[src/pts_params.svh]
// offsets, field positions and reset values of the translation mode selector
`ifndef PTS_PARAMS_SVH
`define PTS_PARAMS_SVH

`define PTS_ADDR_W 6
`define PTS_OFS_CW0 6'h00
`define PTS_OFS_CW4 6'h04
`define PTS_OFS_EFR 6'h08
`define PTS_OFS_MODE 6'h0C
`define PTS_OFS_DIR 6'h10
`define PTS_OFS_PTR 6'h14
`define PTS_OFS_WALK 6'h18
`define PTS_OFS_VA_LO 6'h1C
`define PTS_OFS_VA_HI 6'h20
`define PTS_OFS_OFFSET 6'h24
`define PTS_OFS_PASS 6'h28

`define PTS_CW0_TE_BIT 31
`define PTS_CW4_AEE_BIT 5
`define PTS_CW4_LPE_BIT 4
`define PTS_CW4_FIVE_BIT 12
`define PTS_EFR_LME_BIT 8
`define PTS_EFR_LACT_BIT 10
`define PTS_ENTRY_SIZE_BIT 7

`define PTS_RST_TE 1'h0
`define PTS_RST_AEE 1'h0
`define PTS_RST_LPE 1'h0
`define PTS_RST_FIVE 1'h0
`define PTS_RST_LME 1'h0
`define PTS_RST_WORD 32'h0000_0000

`define PTS_VA_LEGACY 7'h20
`define PTS_VA_LONG 7'h30
`define PTS_PA_BASE 7'h20
`define PTS_PA_LARGE 7'h28
`define PTS_PA_EXT 7'h34
`define PTS_OFF_4K 5'h0C
`define PTS_OFF_2M 5'h15
`define PTS_OFF_4M 5'h16
`define PTS_OFF_1G 5'h1E

`endif

[src/pts_pkg.sv]
// types shared by the translation mode selector
package pts_pkg;

  typedef enum logic [1:0]
  {
    PTS_4K = 2'b00,
    PTS_2M = 2'b01,
    PTS_4M = 2'b10,
    PTS_1G = 2'b11
  } pts_size_type;

  typedef enum logic [2:0]
  {
    LVL_NONE = 3'b000,
    LVL_TABLE = 3'b001,
    LVL_DIR = 3'b010,
    LVL_PTR = 3'b011,
    LVL_MAP4 = 3'b100,
    LVL_MAP5 = 3'b101
  } pts_level_type;

endpackage

[src/pts_mode_dec.sv]
// decodes the control bits into the active translation mode
`timescale 1ns/1ps
`include "pts_params.svh"
module pts_mode_dec
(
  input wire logic translation_enable,
  input wire logic address_extension_enable,
  input wire logic large_page_enable,
  input wire logic long_enable,
  input wire logic five_level_enable,
  output logic long_mode_active,
  output logic entry_64,
  output logic [6:0] va_bits,
  output pts_pkg::pts_size_type large_size,
  output pts_pkg::pts_level_type top_level
);
  import pts_pkg::*;

  always_comb
  begin
    // long operation follows translation_enable once long and extension are enabled
    long_mode_active = long_enable & translation_enable & address_extension_enable;
    entry_64 = address_extension_enable;
    va_bits = long_mode_active ? `PTS_VA_LONG : `PTS_VA_LEGACY;
    if (address_extension_enable)
      large_size = PTS_2M;
    else if (large_page_enable)
      large_size = PTS_4M;
    else
      large_size = PTS_4K;
    if (!translation_enable)
      top_level = LVL_NONE;
    else if (long_mode_active)
      top_level = five_level_enable ? LVL_MAP5 : LVL_MAP4;
    else
      top_level = address_extension_enable ? LVL_PTR : LVL_DIR;
  end

endmodule

[src/pts_walk_res.sv]
// works out where a walk ends and the resulting page size
`timescale 1ns/1ps
`include "pts_params.svh"
module pts_walk_res
(
  input wire logic translation_enable,
  input wire logic long_mode_active,
  input wire logic address_extension_enable,
  input wire pts_pkg::pts_size_type large_size,
  input wire logic ptr_size_sel,
  input wire logic dir_size_sel,
  input wire logic [31:0] va_lo,
  output pts_pkg::pts_level_type end_level,
  output pts_pkg::pts_size_type page_size,
  output logic [6:0] pa_bits,
  output logic [4:0] offset_bits,
  output logic [31:0] page_offset
);
  import pts_pkg::*;

  function automatic logic [4:0] size_to_bits(input pts_size_type s);
    case (s)
      PTS_2M: size_to_bits = `PTS_OFF_2M;
      PTS_4M: size_to_bits = `PTS_OFF_4M;
      PTS_1G: size_to_bits = `PTS_OFF_1G;
      default: size_to_bits = `PTS_OFF_4K;
    endcase
  endfunction

  always_comb
  begin
    if (!translation_enable)
    begin
      end_level = LVL_NONE;
      page_size = PTS_4K;
    end
    else if (long_mode_active && ptr_size_sel)
    begin
      end_level = LVL_PTR;
      page_size = PTS_1G;
    end
    else if (dir_size_sel && large_size != PTS_4K)
    begin
      end_level = LVL_DIR;
      page_size = large_size;
    end
    else
    begin
      end_level = LVL_TABLE;
      page_size = PTS_4K;
    end
    if (address_extension_enable)
      pa_bits = `PTS_PA_EXT;
    else if (translation_enable && page_size == PTS_4M)
      pa_bits = `PTS_PA_LARGE;
    else
      pa_bits = `PTS_PA_BASE;
    offset_bits = size_to_bits(page_size);
    // lowest field is the byte offset within the page
    page_offset = va_lo & ((32'h0000_0001 << offset_bits) - 32'h0000_0001);
  end

endmodule

[src/pts_mode_sel.sv]
// translation mode selector with its avalon register slave
// Operation
// - translation_enable, bit 31 of control_word_0, turns translation on or off.
// - address_extension_enable, bit 5 of control_word_4, enables extended physical addressing.
// - with address extension, table entries are 64 bits instead of 32.
// - with address extension, physical addresses reach 52 bits, legacy or long.
// - large_page_enable, bit 4 of control_word_4, permits large pages.
// - address extension on gives 2 Mbyte large pages regardless of large_page_enable.
// - extension off, large_page_enable on gives 4 Mbyte large pages.
// - extension and large_page_enable both off give only 4 Kbyte pages.
// - in long operation large_page_enable is ignored; 4 Kbyte and 2 Mbyte directory pages.
// - legacy 4 Mbyte pages map 32-bit virtual to 40-bit physical with 32-bit entries.
// - bit 7 of a directory_entry selects 4 Kbyte or large page.
// - directory page_size_select one ends the walk at the directory with a large page.
// - directory page_size_select zero uses 4 Kbyte pages ending at the table_entry.
// - long operation pointer entry with page_size_select one maps 1 Gbyte, ends walk.
// - long supports 4K, 2M, 1G; legacy supports 4K, 2M, 4M pages.
// - long operation maps 48-bit virtual to up to 52-bit physical addresses.
// - virtual address splits into table indices; lowest field is the byte offset.
// - fifth level only with five-level enabled; legacy drops level four, maybe pointer.
// - page size is chosen per directory_entry so sizes coexist.
// - with long enabled, translation_enable toggles long_mode_active; here only while address_extension_enable is set too.
// - no large pages or select zero means the directory points to a table.
//
// Design decisions made here: the placing of the registers and the Avalon-MM register port.
`timescale 1ns/1ps
`include "pts_params.svh"
module pts_mode_sel
(
  input wire logic clk_sys,
  input wire logic rst_n,
  input wire logic [5:0] avs_address,
  input wire logic avs_read,
  input wire logic avs_write,
  input wire logic [31:0] avs_writedata,
  input wire logic [3:0] avs_byteenable,
  output logic [31:0] avs_readdata,
  output logic avs_waitrequest,
  output logic translation_active,
  output logic long_mode_active,
  output logic entry_64,
  output pts_pkg::pts_size_type large_size,
  output pts_pkg::pts_level_type walk_end_level,
  output pts_pkg::pts_size_type walk_page_size
);
  import pts_pkg::*;

  typedef struct packed
  {
    logic te;
    logic aee;
    logic lpe;
    logic five;
    logic lme;
    logic [31:0] dir_entry;
    logic [31:0] ptr_entry;
    logic [31:0] va_lo;
    logic [15:0] va_hi;
    logic [31:0] readdata;
    logic waitreq;
    logic tr_active;
    logic long_act;
    logic entry_64;
    pts_size_type large_size;
    pts_level_type end_level;
    pts_size_type page_size;
  } pts_state_type;

  pts_state_type st;
  pts_state_type next_st;

  logic dec_long_act;
  logic dec_entry_64;
  logic [6:0] dec_va_bits;
  pts_size_type dec_large_size;
  pts_level_type dec_top_level;
  pts_level_type res_end_level;
  pts_size_type res_page_size;
  logic [6:0] res_pa_bits;
  logic [4:0] res_offset_bits;
  logic [31:0] res_page_offset;

  function automatic logic [31:0] merge_lanes(input logic [31:0] old_word, input logic [31:0] new_word,
    input logic [3:0] lanes);
    logic [31:0] m;
    m = old_word;
    for (int i = 0; i < 4; i++)
    begin
      if (lanes[i])
        m[i*8 +: 8] = new_word[i*8 +: 8];
    end
    merge_lanes = m;
  endfunction

  pts_mode_dec u_mode_dec
  (
    .translation_enable(st.te),
    .address_extension_enable(st.aee),
    .large_page_enable(st.lpe),
    .long_enable(st.lme),
    .five_level_enable(st.five),
    .long_mode_active(dec_long_act),
    .entry_64(dec_entry_64),
    .va_bits(dec_va_bits),
    .large_size(dec_large_size),
    .top_level(dec_top_level)
  );

  pts_walk_res u_walk_res
  (
    .translation_enable(st.te),
    .long_mode_active(dec_long_act),
    .address_extension_enable(st.aee),
    .large_size(dec_large_size),
    .ptr_size_sel(st.ptr_entry[`PTS_ENTRY_SIZE_BIT]),
    .dir_size_sel(st.dir_entry[`PTS_ENTRY_SIZE_BIT]),
    .va_lo(st.va_lo),
    .end_level(res_end_level),
    .page_size(res_page_size),
    .pa_bits(res_pa_bits),
    .offset_bits(res_offset_bits),
    .page_offset(res_page_offset)
  );

  always_comb
  begin
    logic [31:0] rd;
    logic [31:0] wr;
    rd = 32'h0000_0000;
    wr = 32'h0000_0000;
    next_st = st;
    case (avs_address)
      `PTS_OFS_CW0: rd[`PTS_CW0_TE_BIT] = st.te;
      `PTS_OFS_CW4:
      begin
        rd[`PTS_CW4_AEE_BIT] = st.aee;
        rd[`PTS_CW4_LPE_BIT] = st.lpe;
        rd[`PTS_CW4_FIVE_BIT] = st.five;
      end
      `PTS_OFS_EFR:
      begin
        rd[`PTS_EFR_LME_BIT] = st.lme;
        rd[`PTS_EFR_LACT_BIT] = dec_long_act;
      end
      `PTS_OFS_MODE:
      begin
        rd[0] = st.te;
        rd[1] = dec_long_act;
        rd[2] = dec_entry_64;
        rd[10:4] = dec_va_bits;
        rd[21:20] = dec_large_size;
        rd[26:24] = dec_top_level;
      end
      `PTS_OFS_DIR: rd = st.dir_entry;
      `PTS_OFS_PTR: rd = st.ptr_entry;
      `PTS_OFS_WALK:
      begin
        rd[2:0] = res_end_level;
        rd[5:4] = res_page_size;
        rd[14:8] = res_pa_bits;
        rd[20:16] = res_offset_bits;
      end
      `PTS_OFS_VA_LO: rd = st.va_lo;
      `PTS_OFS_VA_HI: rd[15:0] = st.va_hi;
      `PTS_OFS_OFFSET: rd = res_page_offset;
      `PTS_OFS_PASS: rd = st.te ? 32'h0000_0000 : st.va_lo;
      default: rd = 32'h0000_0000;
    endcase
    wr = merge_lanes(rd, avs_writedata, avs_byteenable);
    // one wait cycle, then the request is taken at the edge that sees waitrequest low
    if (st.waitreq && (avs_read || avs_write))
    begin
      next_st.waitreq = 1'b0;
      next_st.readdata = avs_read ? rd : 32'h0000_0000;
    end
    else if (!st.waitreq)
    begin
      next_st.waitreq = 1'b1;
      if (avs_write)
      begin
        case (avs_address)
          `PTS_OFS_CW0: next_st.te = wr[`PTS_CW0_TE_BIT];
          `PTS_OFS_CW4:
          begin
            next_st.aee = wr[`PTS_CW4_AEE_BIT];
            next_st.lpe = wr[`PTS_CW4_LPE_BIT];
            next_st.five = wr[`PTS_CW4_FIVE_BIT];
          end
          `PTS_OFS_EFR: next_st.lme = wr[`PTS_EFR_LME_BIT];
          `PTS_OFS_DIR: next_st.dir_entry = wr;
          `PTS_OFS_PTR: next_st.ptr_entry = wr;
          `PTS_OFS_VA_LO: next_st.va_lo = wr;
          `PTS_OFS_VA_HI: next_st.va_hi = wr[15:0];
          default: next_st.va_hi = st.va_hi;
        endcase
      end
    end
    next_st.tr_active = st.te;
    next_st.long_act = dec_long_act;
    next_st.entry_64 = dec_entry_64;
    next_st.large_size = dec_large_size;
    next_st.end_level = res_end_level;
    next_st.page_size = res_page_size;
  end

  always_ff @(posedge clk_sys)
  begin
    if (!rst_n)
    begin
      st <= '0;
      st.te <= `PTS_RST_TE;
      st.aee <= `PTS_RST_AEE;
      st.lpe <= `PTS_RST_LPE;
      st.five <= `PTS_RST_FIVE;
      st.lme <= `PTS_RST_LME;
      st.dir_entry <= `PTS_RST_WORD;
      st.ptr_entry <= `PTS_RST_WORD;
      st.waitreq <= 1'b1;
    end
    else
      st <= next_st;
  end

  assign avs_readdata = st.readdata;
  assign avs_waitrequest = st.waitreq;
  assign translation_active = st.tr_active;
  assign long_mode_active = st.long_act;
  assign entry_64 = st.entry_64;
  assign large_size = st.large_size;
  assign walk_end_level = st.end_level;
  assign walk_page_size = st.page_size;

  AST_TE_WRITE: assert property (@(posedge clk_sys) disable iff (!rst_n)
    avs_write && !avs_waitrequest && avs_address == `PTS_OFS_CW0 && avs_byteenable[3]
    |=> ##1 translation_active == $past(avs_writedata[31], 2))
    else $error("translation enable did not follow write");

  AST_LONG_CAUSE: assert property (@(posedge clk_sys) disable iff (!rst_n)
    long_mode_active |-> $past(st.te) && $past(st.aee) && $past(st.lme))
    else $error("long mode active without its enables");

  AST_LONG_SET: assert property (@(posedge clk_sys) disable iff (!rst_n)
    st.te && st.aee && st.lme |=> long_mode_active)
    else $error("long mode not activated");

  AST_ENTRY_WIDE: assert property (@(posedge clk_sys) disable iff (!rst_n)
    $past(st.aee) |-> entry_64)
    else $error("entries not 64 bits with extension");

  AST_LARGE_2M: assert property (@(posedge clk_sys) disable iff (!rst_n)
    st.aee |=> large_size == PTS_2M)
    else $error("large page not 2 Mbyte with extension");

  AST_LARGE_4M: assert property (@(posedge clk_sys) disable iff (!rst_n)
    !st.aee && st.lpe |=> large_size == PTS_4M)
    else $error("large page not 4 Mbyte");

  AST_ONLY_4K: assert property (@(posedge clk_sys) disable iff (!rst_n)
    !st.aee && !st.lpe |=> walk_page_size == PTS_4K)
    else $error("large page used with no large pages");

  AST_OFF_NO_WALK: assert property (@(posedge clk_sys) disable iff (!rst_n)
    !st.te |=> walk_end_level == LVL_NONE && !long_mode_active)
    else $error("walk reported with translation off");

  AST_PTR_1G: assert property (@(posedge clk_sys) disable iff (!rst_n)
    dec_long_act && st.ptr_entry[`PTS_ENTRY_SIZE_BIT]
    |=> walk_end_level == LVL_PTR && walk_page_size == PTS_1G)
    else $error("1 Gbyte page did not end walk");

  AST_DIR_LARGE: assert property (@(posedge clk_sys) disable iff (!rst_n)
    st.te && !(dec_long_act && st.ptr_entry[`PTS_ENTRY_SIZE_BIT]) && st.dir_entry[`PTS_ENTRY_SIZE_BIT]
    && (st.aee || st.lpe) |=> walk_end_level == LVL_DIR && walk_page_size == large_size)
    else $error("large page did not end walk at directory");

  AST_DIR_SMALL: assert property (@(posedge clk_sys) disable iff (!rst_n)
    st.te && !(dec_long_act && st.ptr_entry[`PTS_ENTRY_SIZE_BIT]) && !st.dir_entry[`PTS_ENTRY_SIZE_BIT]
    |=> walk_end_level == LVL_TABLE && walk_page_size == PTS_4K)
    else $error("small page did not end at table");

  AST_BUS_ANSWER: assert property (@(posedge clk_sys) disable iff (!rst_n)
    avs_waitrequest && (avs_read || avs_write) |=> !avs_waitrequest ##1 avs_waitrequest)
    else $error("request not answered in one cycle");

  AST_TE_LANE: assert property (@(posedge clk_sys) disable iff (!rst_n)
    avs_write && !avs_waitrequest && avs_address == `PTS_OFS_CW0 && !avs_byteenable[3] |=> $stable(st.te))
    else $error("translation enable changed with its lane off");

  AST_AEE_WRITE: assert property (@(posedge clk_sys) disable iff (!rst_n)
    avs_write && !avs_waitrequest && avs_address == `PTS_OFS_CW4 && avs_byteenable[0]
    |=> st.aee == $past(avs_writedata[`PTS_CW4_AEE_BIT]))
    else $error("extension enable did not follow write");

  AST_LPE_WRITE: assert property (@(posedge clk_sys) disable iff (!rst_n)
    avs_write && !avs_waitrequest && avs_address == `PTS_OFS_CW4 && avs_byteenable[0]
    |=> st.lpe == $past(avs_writedata[`PTS_CW4_LPE_BIT]))
    else $error("large page enable did not follow write");

  AST_ENTRY_NARROW: assert property (@(posedge clk_sys) disable iff (!rst_n)
    !st.aee |=> !entry_64)
    else $error("entries wide without extension");

  AST_EXT_PA: assert property (@(posedge clk_sys) disable iff (!rst_n)
    st.aee |-> res_pa_bits == `PTS_PA_EXT)
    else $error("physical width not extended");

  AST_LARGE_NONE: assert property (@(posedge clk_sys) disable iff (!rst_n)
    !st.aee && !st.lpe |=> large_size == PTS_4K)
    else $error("large page size reported with large pages off");

  AST_LONG_NO_4M: assert property (@(posedge clk_sys) disable iff (!rst_n)
    long_mode_active |-> large_size == PTS_2M && walk_page_size != PTS_4M)
    else $error("4 Mbyte page in long operation");

  AST_LEGACY_40: assert property (@(posedge clk_sys) disable iff (!rst_n)
    st.te && !st.aee && st.lpe && st.dir_entry[`PTS_ENTRY_SIZE_BIT]
    |-> res_pa_bits == `PTS_PA_LARGE && res_offset_bits == `PTS_OFF_4M)
    else $error("legacy large page not 40 bit physical");

  AST_LEGACY_NO_1G: assert property (@(posedge clk_sys) disable iff (!rst_n)
    !long_mode_active |-> walk_page_size != PTS_1G)
    else $error("1 Gbyte page outside long operation");

  AST_LONG_VA: assert property (@(posedge clk_sys) disable iff (!rst_n)
    dec_long_act |-> dec_va_bits == `PTS_VA_LONG && res_pa_bits == `PTS_PA_EXT)
    else $error("long operation address widths wrong");

  AST_OFFSET_4K: assert property (@(posedge clk_sys) disable iff (!rst_n)
    res_page_size == PTS_4K
    |-> res_page_offset[31:12] == 20'h0_0000 && res_page_offset[11:0] == st.va_lo[11:0])
    else $error("small page offset wrong");

  AST_TOP_NO_EXT: assert property (@(posedge clk_sys) disable iff (!rst_n)
    st.te && !st.aee |-> dec_top_level == LVL_DIR)
    else $error("legacy walk without extension not rooted at directory");

  AST_TOP_LONG: assert property (@(posedge clk_sys) disable iff (!rst_n)
    dec_long_act |-> dec_top_level == (st.five ? LVL_MAP5 : LVL_MAP4))
    else $error("long operation top level wrong");

  AST_NO_LARGE_TABLE: assert property (@(posedge clk_sys) disable iff (!rst_n)
    st.te && !st.aee && !st.lpe |=> walk_end_level == LVL_TABLE)
    else $error("directory did not point to a table");

  AST_PASS_READ: assert property (@(posedge clk_sys) disable iff (!rst_n)
    !st.te && avs_read && avs_waitrequest && avs_address == `PTS_OFS_PASS
    |=> avs_readdata == $past(st.va_lo))
    else $error("address not passed through with translation off");

  AST_BUS_IDLE: assert property (@(posedge clk_sys) disable iff (!rst_n)
    avs_waitrequest && !avs_read && !avs_write |=> avs_waitrequest)
    else $error("waitrequest dropped with no request");

  AST_WRITE_NO_DATA: assert property (@(posedge clk_sys) disable iff (!rst_n)
    avs_write && avs_waitrequest |=> avs_readdata == 32'h0000_0000)
    else $error("write returned read data");

endmodule

[config.mk]
export PLATFORM = sky130hd
export DESIGN_NAME = pts_mode_sel
export DESIGN_NICKNAME = d
export VERILOG_FILES = /design/src/pts_pkg.sv /design/src/pts_mode_dec.sv /design/src/pts_walk_res.sv /design/src/pts_mode_sel.sv
export VERILOG_INCLUDE_DIRS = /design/src
export SDC_FILE = /design/constraint.sdc
export NUM_CORES = 1
export LEC_CHECK = 0
export BUFFER_PORTS_ARGS = -buffer_cell sky130_fd_sc_hd__buf_4
export CORE_ASPECT_RATIO = 0.9
export CORE_MARGIN = 4
export CORE_UTILIZATION = 41
export CTS_BUF_LIST = sky130_fd_sc_hd__clkbuf_8 sky130_fd_sc_hd__clkbuf_16
export DETAILED_ROUTE_END_ITERATION = 10
export GPL_ROUTABILITY_DRIVEN = 0
export PLACE_DENSITY_LB_ADDON = 0.1
export SLEW_MARGIN = 30
export SYNTH_ARGS = -nofsm -noshare
export SYNTH_HDL_FRONTEND = slang
export SYNTH_SLANG_ARGS = --single-unit
[constraint.sdc]
create_clock -name clk_sys -period 7.3 [get_ports clk_sys]
set_input_delay 0.365 -clock clk_sys [delete_from_list [all_inputs] [get_ports clk_sys]]
set_output_delay 0.365 -clock clk_sys [all_outputs]
set_load 0.05 [all_outputs]
==> flow_summary.yaml <==
die:
  die_area_um2: 21700
  fp.coreArea_um2: 19100
  rows: 48
  dieHeight_um: 140
  die_w_um: 155
  start_util_pct: 41.6
  io_pins: 89
clock_network:
  clock_path_buffers: 2
  htreeDepth: 4
  cts-buffers-inserted: 17
  cts_root_buf: "clkbuf_16"
  hold_buffers: 0
  clk_pin_slew_ns: 0.07
  clock_latency_ns: 0.43
  postCtsResizedCells: 0
  cts_num_sinks: 158
  cts_tree: "yes"
  post_cts_buffers: 0
min_path:
  worstHoldPathType: "in -> reg"
routing:
  drt_iter0_markers: 634
  vias: 7164
  post_drt_wl_per_cell_um: 21.5
  drtPass1Iterations: 6
  drc: 0
  ant_nets: 0
  viasPerCell: 5.96
  wl_mm: 25.9
global_routing:
  grt-ovfl-total: 0
  grt_pass1_wl_mm: 39.8
  grt_start_max_net_pins: 65
  grt_use_total_pct: 23.5
  grt_pass1_vias: 6526
  antenna_found_initial: 0
final_layout:
  postLayoutCellArea_um2: 9050
  stdcell_count: 1202
  area_growth_pct: 14.0
  drive_gt1_share_pct: 17.2
  antennaDiodeCount: 0
  mostFrequentLayoutCell: "dfxtp_1"
  mostFrequentLayoutCells: "158 x dfxtp_1, 101 x buf_4, 87 x nor2_1"
  fin_nets: 995
setup_path:
  path_max_fanout: 15
  slowest_delay_ns: 0.71
  cp.arrival_ns: 4.33
  crit_top_cell: "ha_1"
  reg2reg_depth: 11
  crit_type: "reg -> reg"
  reg2reg_to: "st[155]"
  critPathSlowestCell: "o21ai_0"
  critPathBufInv: 1
  path_cells: "nand2_1, o21ai_0, inv_1, ha_1, nand3b_1, ha_1, a21bo_2, a311oi_1, o211ai_1, a41oi_2, a31o_1"
  cp-startpoint: "st[158]"
  crit_family: "compound AO/OA/AOI/OAI gates"
  worst_setup_path_end_kind: "register"
  path_depth: 11
  cp-endpoint: "st[155]"
  reg2reg_slack_ns: 3.34
  rr_startpoint: "st[158]"
  critPathLaunchType: "register"
  required_ns: 7.67
pwr:
  combPwrFrac_pct: 8.4
  internal_power_mw: 1.48
  p_clk_share_pct: 47.7
  vdd_drop_max_v: 0.000146
  p_per_area_nw_per_um2: 219
  fin_total_pwr_mw: 1.99
  switching_share_pct: 25.3
  p_sw_mw: 0.503
  seqPwrFrac_pct: 43.9
  leakage_nw: 3.44
sta:
  finalSetupViolCount: 0
  setup_tns_ns: 0
  worst_pin_slew_ns: 0.853
  fin_skew_ns: 0.00836
  rsz0062_at_grt: "false"
  max_freq_ghz: 0.253
  hold_viol: 0
  setup_slack_ns: 3.34
  period_minus_slack_ns: 3.96
  slew_violations: 0
  slew_headroom_pct: 42.5
  finalCritPeriodShare_pct: 54.2
synthesis:
  synth-seq-cells: 158
  synth_cell_type_count: 71
  ys.warnings.count: 0
  synthCells: 930
  async_flop_share_pct: 0
  yosysTopAreaCell: "dfxtp_1"
  ys.flop_type: "dfxtp_1"
  synth_top_area_share_pct: 39.8
  synthTopCellsByArea: "dfxtp_1 40%, nand3_1 4.9%, o21ai_0 4.3%, buf_4 4.3%, nor2_1 4.1%"
  ys_seq_area_share_pct: 39.8
  syn_nets: 986
  synth-edff-count: 0
  syn_avg_cell_area_um2: 8.54
  synth_area_um2: 7940
place:
  dp_cells: 1169
  port_buffers: 87
  dpl_cell_area_um2: 8410
  hpwl_mm: 17.6
  dpl_worst_slack_ns: 3.43
flow_run:
  drv_cap: 0
run_status:
  status: "complete, no violations"
## registers in the layout, summed over array words and instances, names as in the netlist
signal              cells
long_mode_active        1
walk_page_size          2
walk_end_level          2
large_size              2
avs_waitrequest         1
next_st                 1
translation_active      1
st                    116
avs_readdata           32
## worst min-delay path by stage
stage                      start         endpoint  slack (ns)  cells past startpoint
6_report       avs_writedata[30]           st[89]        0.17                      3
2_1_floorplan    avs_readdata[0]  avs_readdata[0]        0.42                      2
3_5_place_dp             st[104]          st[104]        0.44                      2
3_3_place_gp     avs_readdata[0]  avs_readdata[0]        0.43                      2
4_1_cts        avs_writedata[29]           st[88]        0.15                      3
5_1_grt        avs_writedata[30]           st[89]        0.16                      3
## worst register-to-register path, delay by kind of cell, from the launching register on
| family | cells | cell delay, ns |
|---|---|---|
| compound gates | 6 | 2.12 |
| simple gates | 2 | 0.34 |
| flops | 1 | 0.65 |
| fa+ha+maj | 2 | 0.58 |
| buf+inv | 1 | 0.24 |
## metal layers
| metal | up-vias | routed length [µm] | GRT usage, % | part of all wire, % |
|---|---|---|---|---|
| met5 | - | 0 | 0 | 0 |
| met4 | 0 | 450 | 5.53 | 1.7 |
| met3 | 26 | 1670 | 5.22 | 6.4 |
| met2 | 262 | 11700 | 36.8 | 45 |
| met1 | 3403 | 12000 | 33.2 | 47 |
| li1 | 3473 | - | - | - |
## metrics by stage
step / utilization, % / hold slack [ns]
after global routing: 47.4 / 0.163
after detailed placement: 44.1 / 0.442
after floorplan: - / 0.423
final: 47.4 / 0.166
after global placement: 44.0 / 0.432
after CTS: 47.3 / 0.153
## layout make-up
cell class	instances	area, µm²
clock buffer	20	467
inverter	8	30.0
fill	1881	10000
multi-input combinational	652	4150
timing repair buffer	102	769
clock inverter	12	159
sequential	158	3160
tap	250	313
## cell usage after synthesis (5+ instances only)
master	number
a21o_1	5
o311a_1	25
o31ai_1	17
o21ai_0	68
a32o_1	19
o211ai_1	5
mux2i_1	14
dfxtp_1	158
buf_4	45
nand3_1	78
buf_2	16
o2bb2ai_1	10
a31o_2	5
o21ai_1	7
nor2_1	87
nor3_1	16
nand2b_1	9
a21oi_1	52
nand2_1	57
and3_1	22
nor3b_1	8
ha_1	10
nor2b_1	9
and2_1	6
a22o_1	14
inv_1	7
a31oi_1	5
o221ai_1	14
clkbuf_1	42
buf_1	6
a211oi_1	22
## power groups by stage
stage / registers (mW) / clock network (mW) / logic (mW)
floorplan: 0.892 / 0 / 0.105
global placement: 0.892 / 0 / 0.166
detailed placement: 0.892 / 0 / 0.165
CTS: 0.873 / 0.961 / 0.166
global route: 0.874 / 1.00 / 0.177
finish: 0.873 / 0.947 / 0.166
## cells by family after synthesis
group,synth area share (%)
AND/OR/NAND/NOR,20.5
AO/OA/AOI/OAI,27.8
flip-flops,39.8
buffers and inverters,8.33
multiplexers,1.76
adder cells (fa/ha/maj),1.58
other,0.0472
XOR/XNOR,0.110
(Power assumes the default switching activity.)
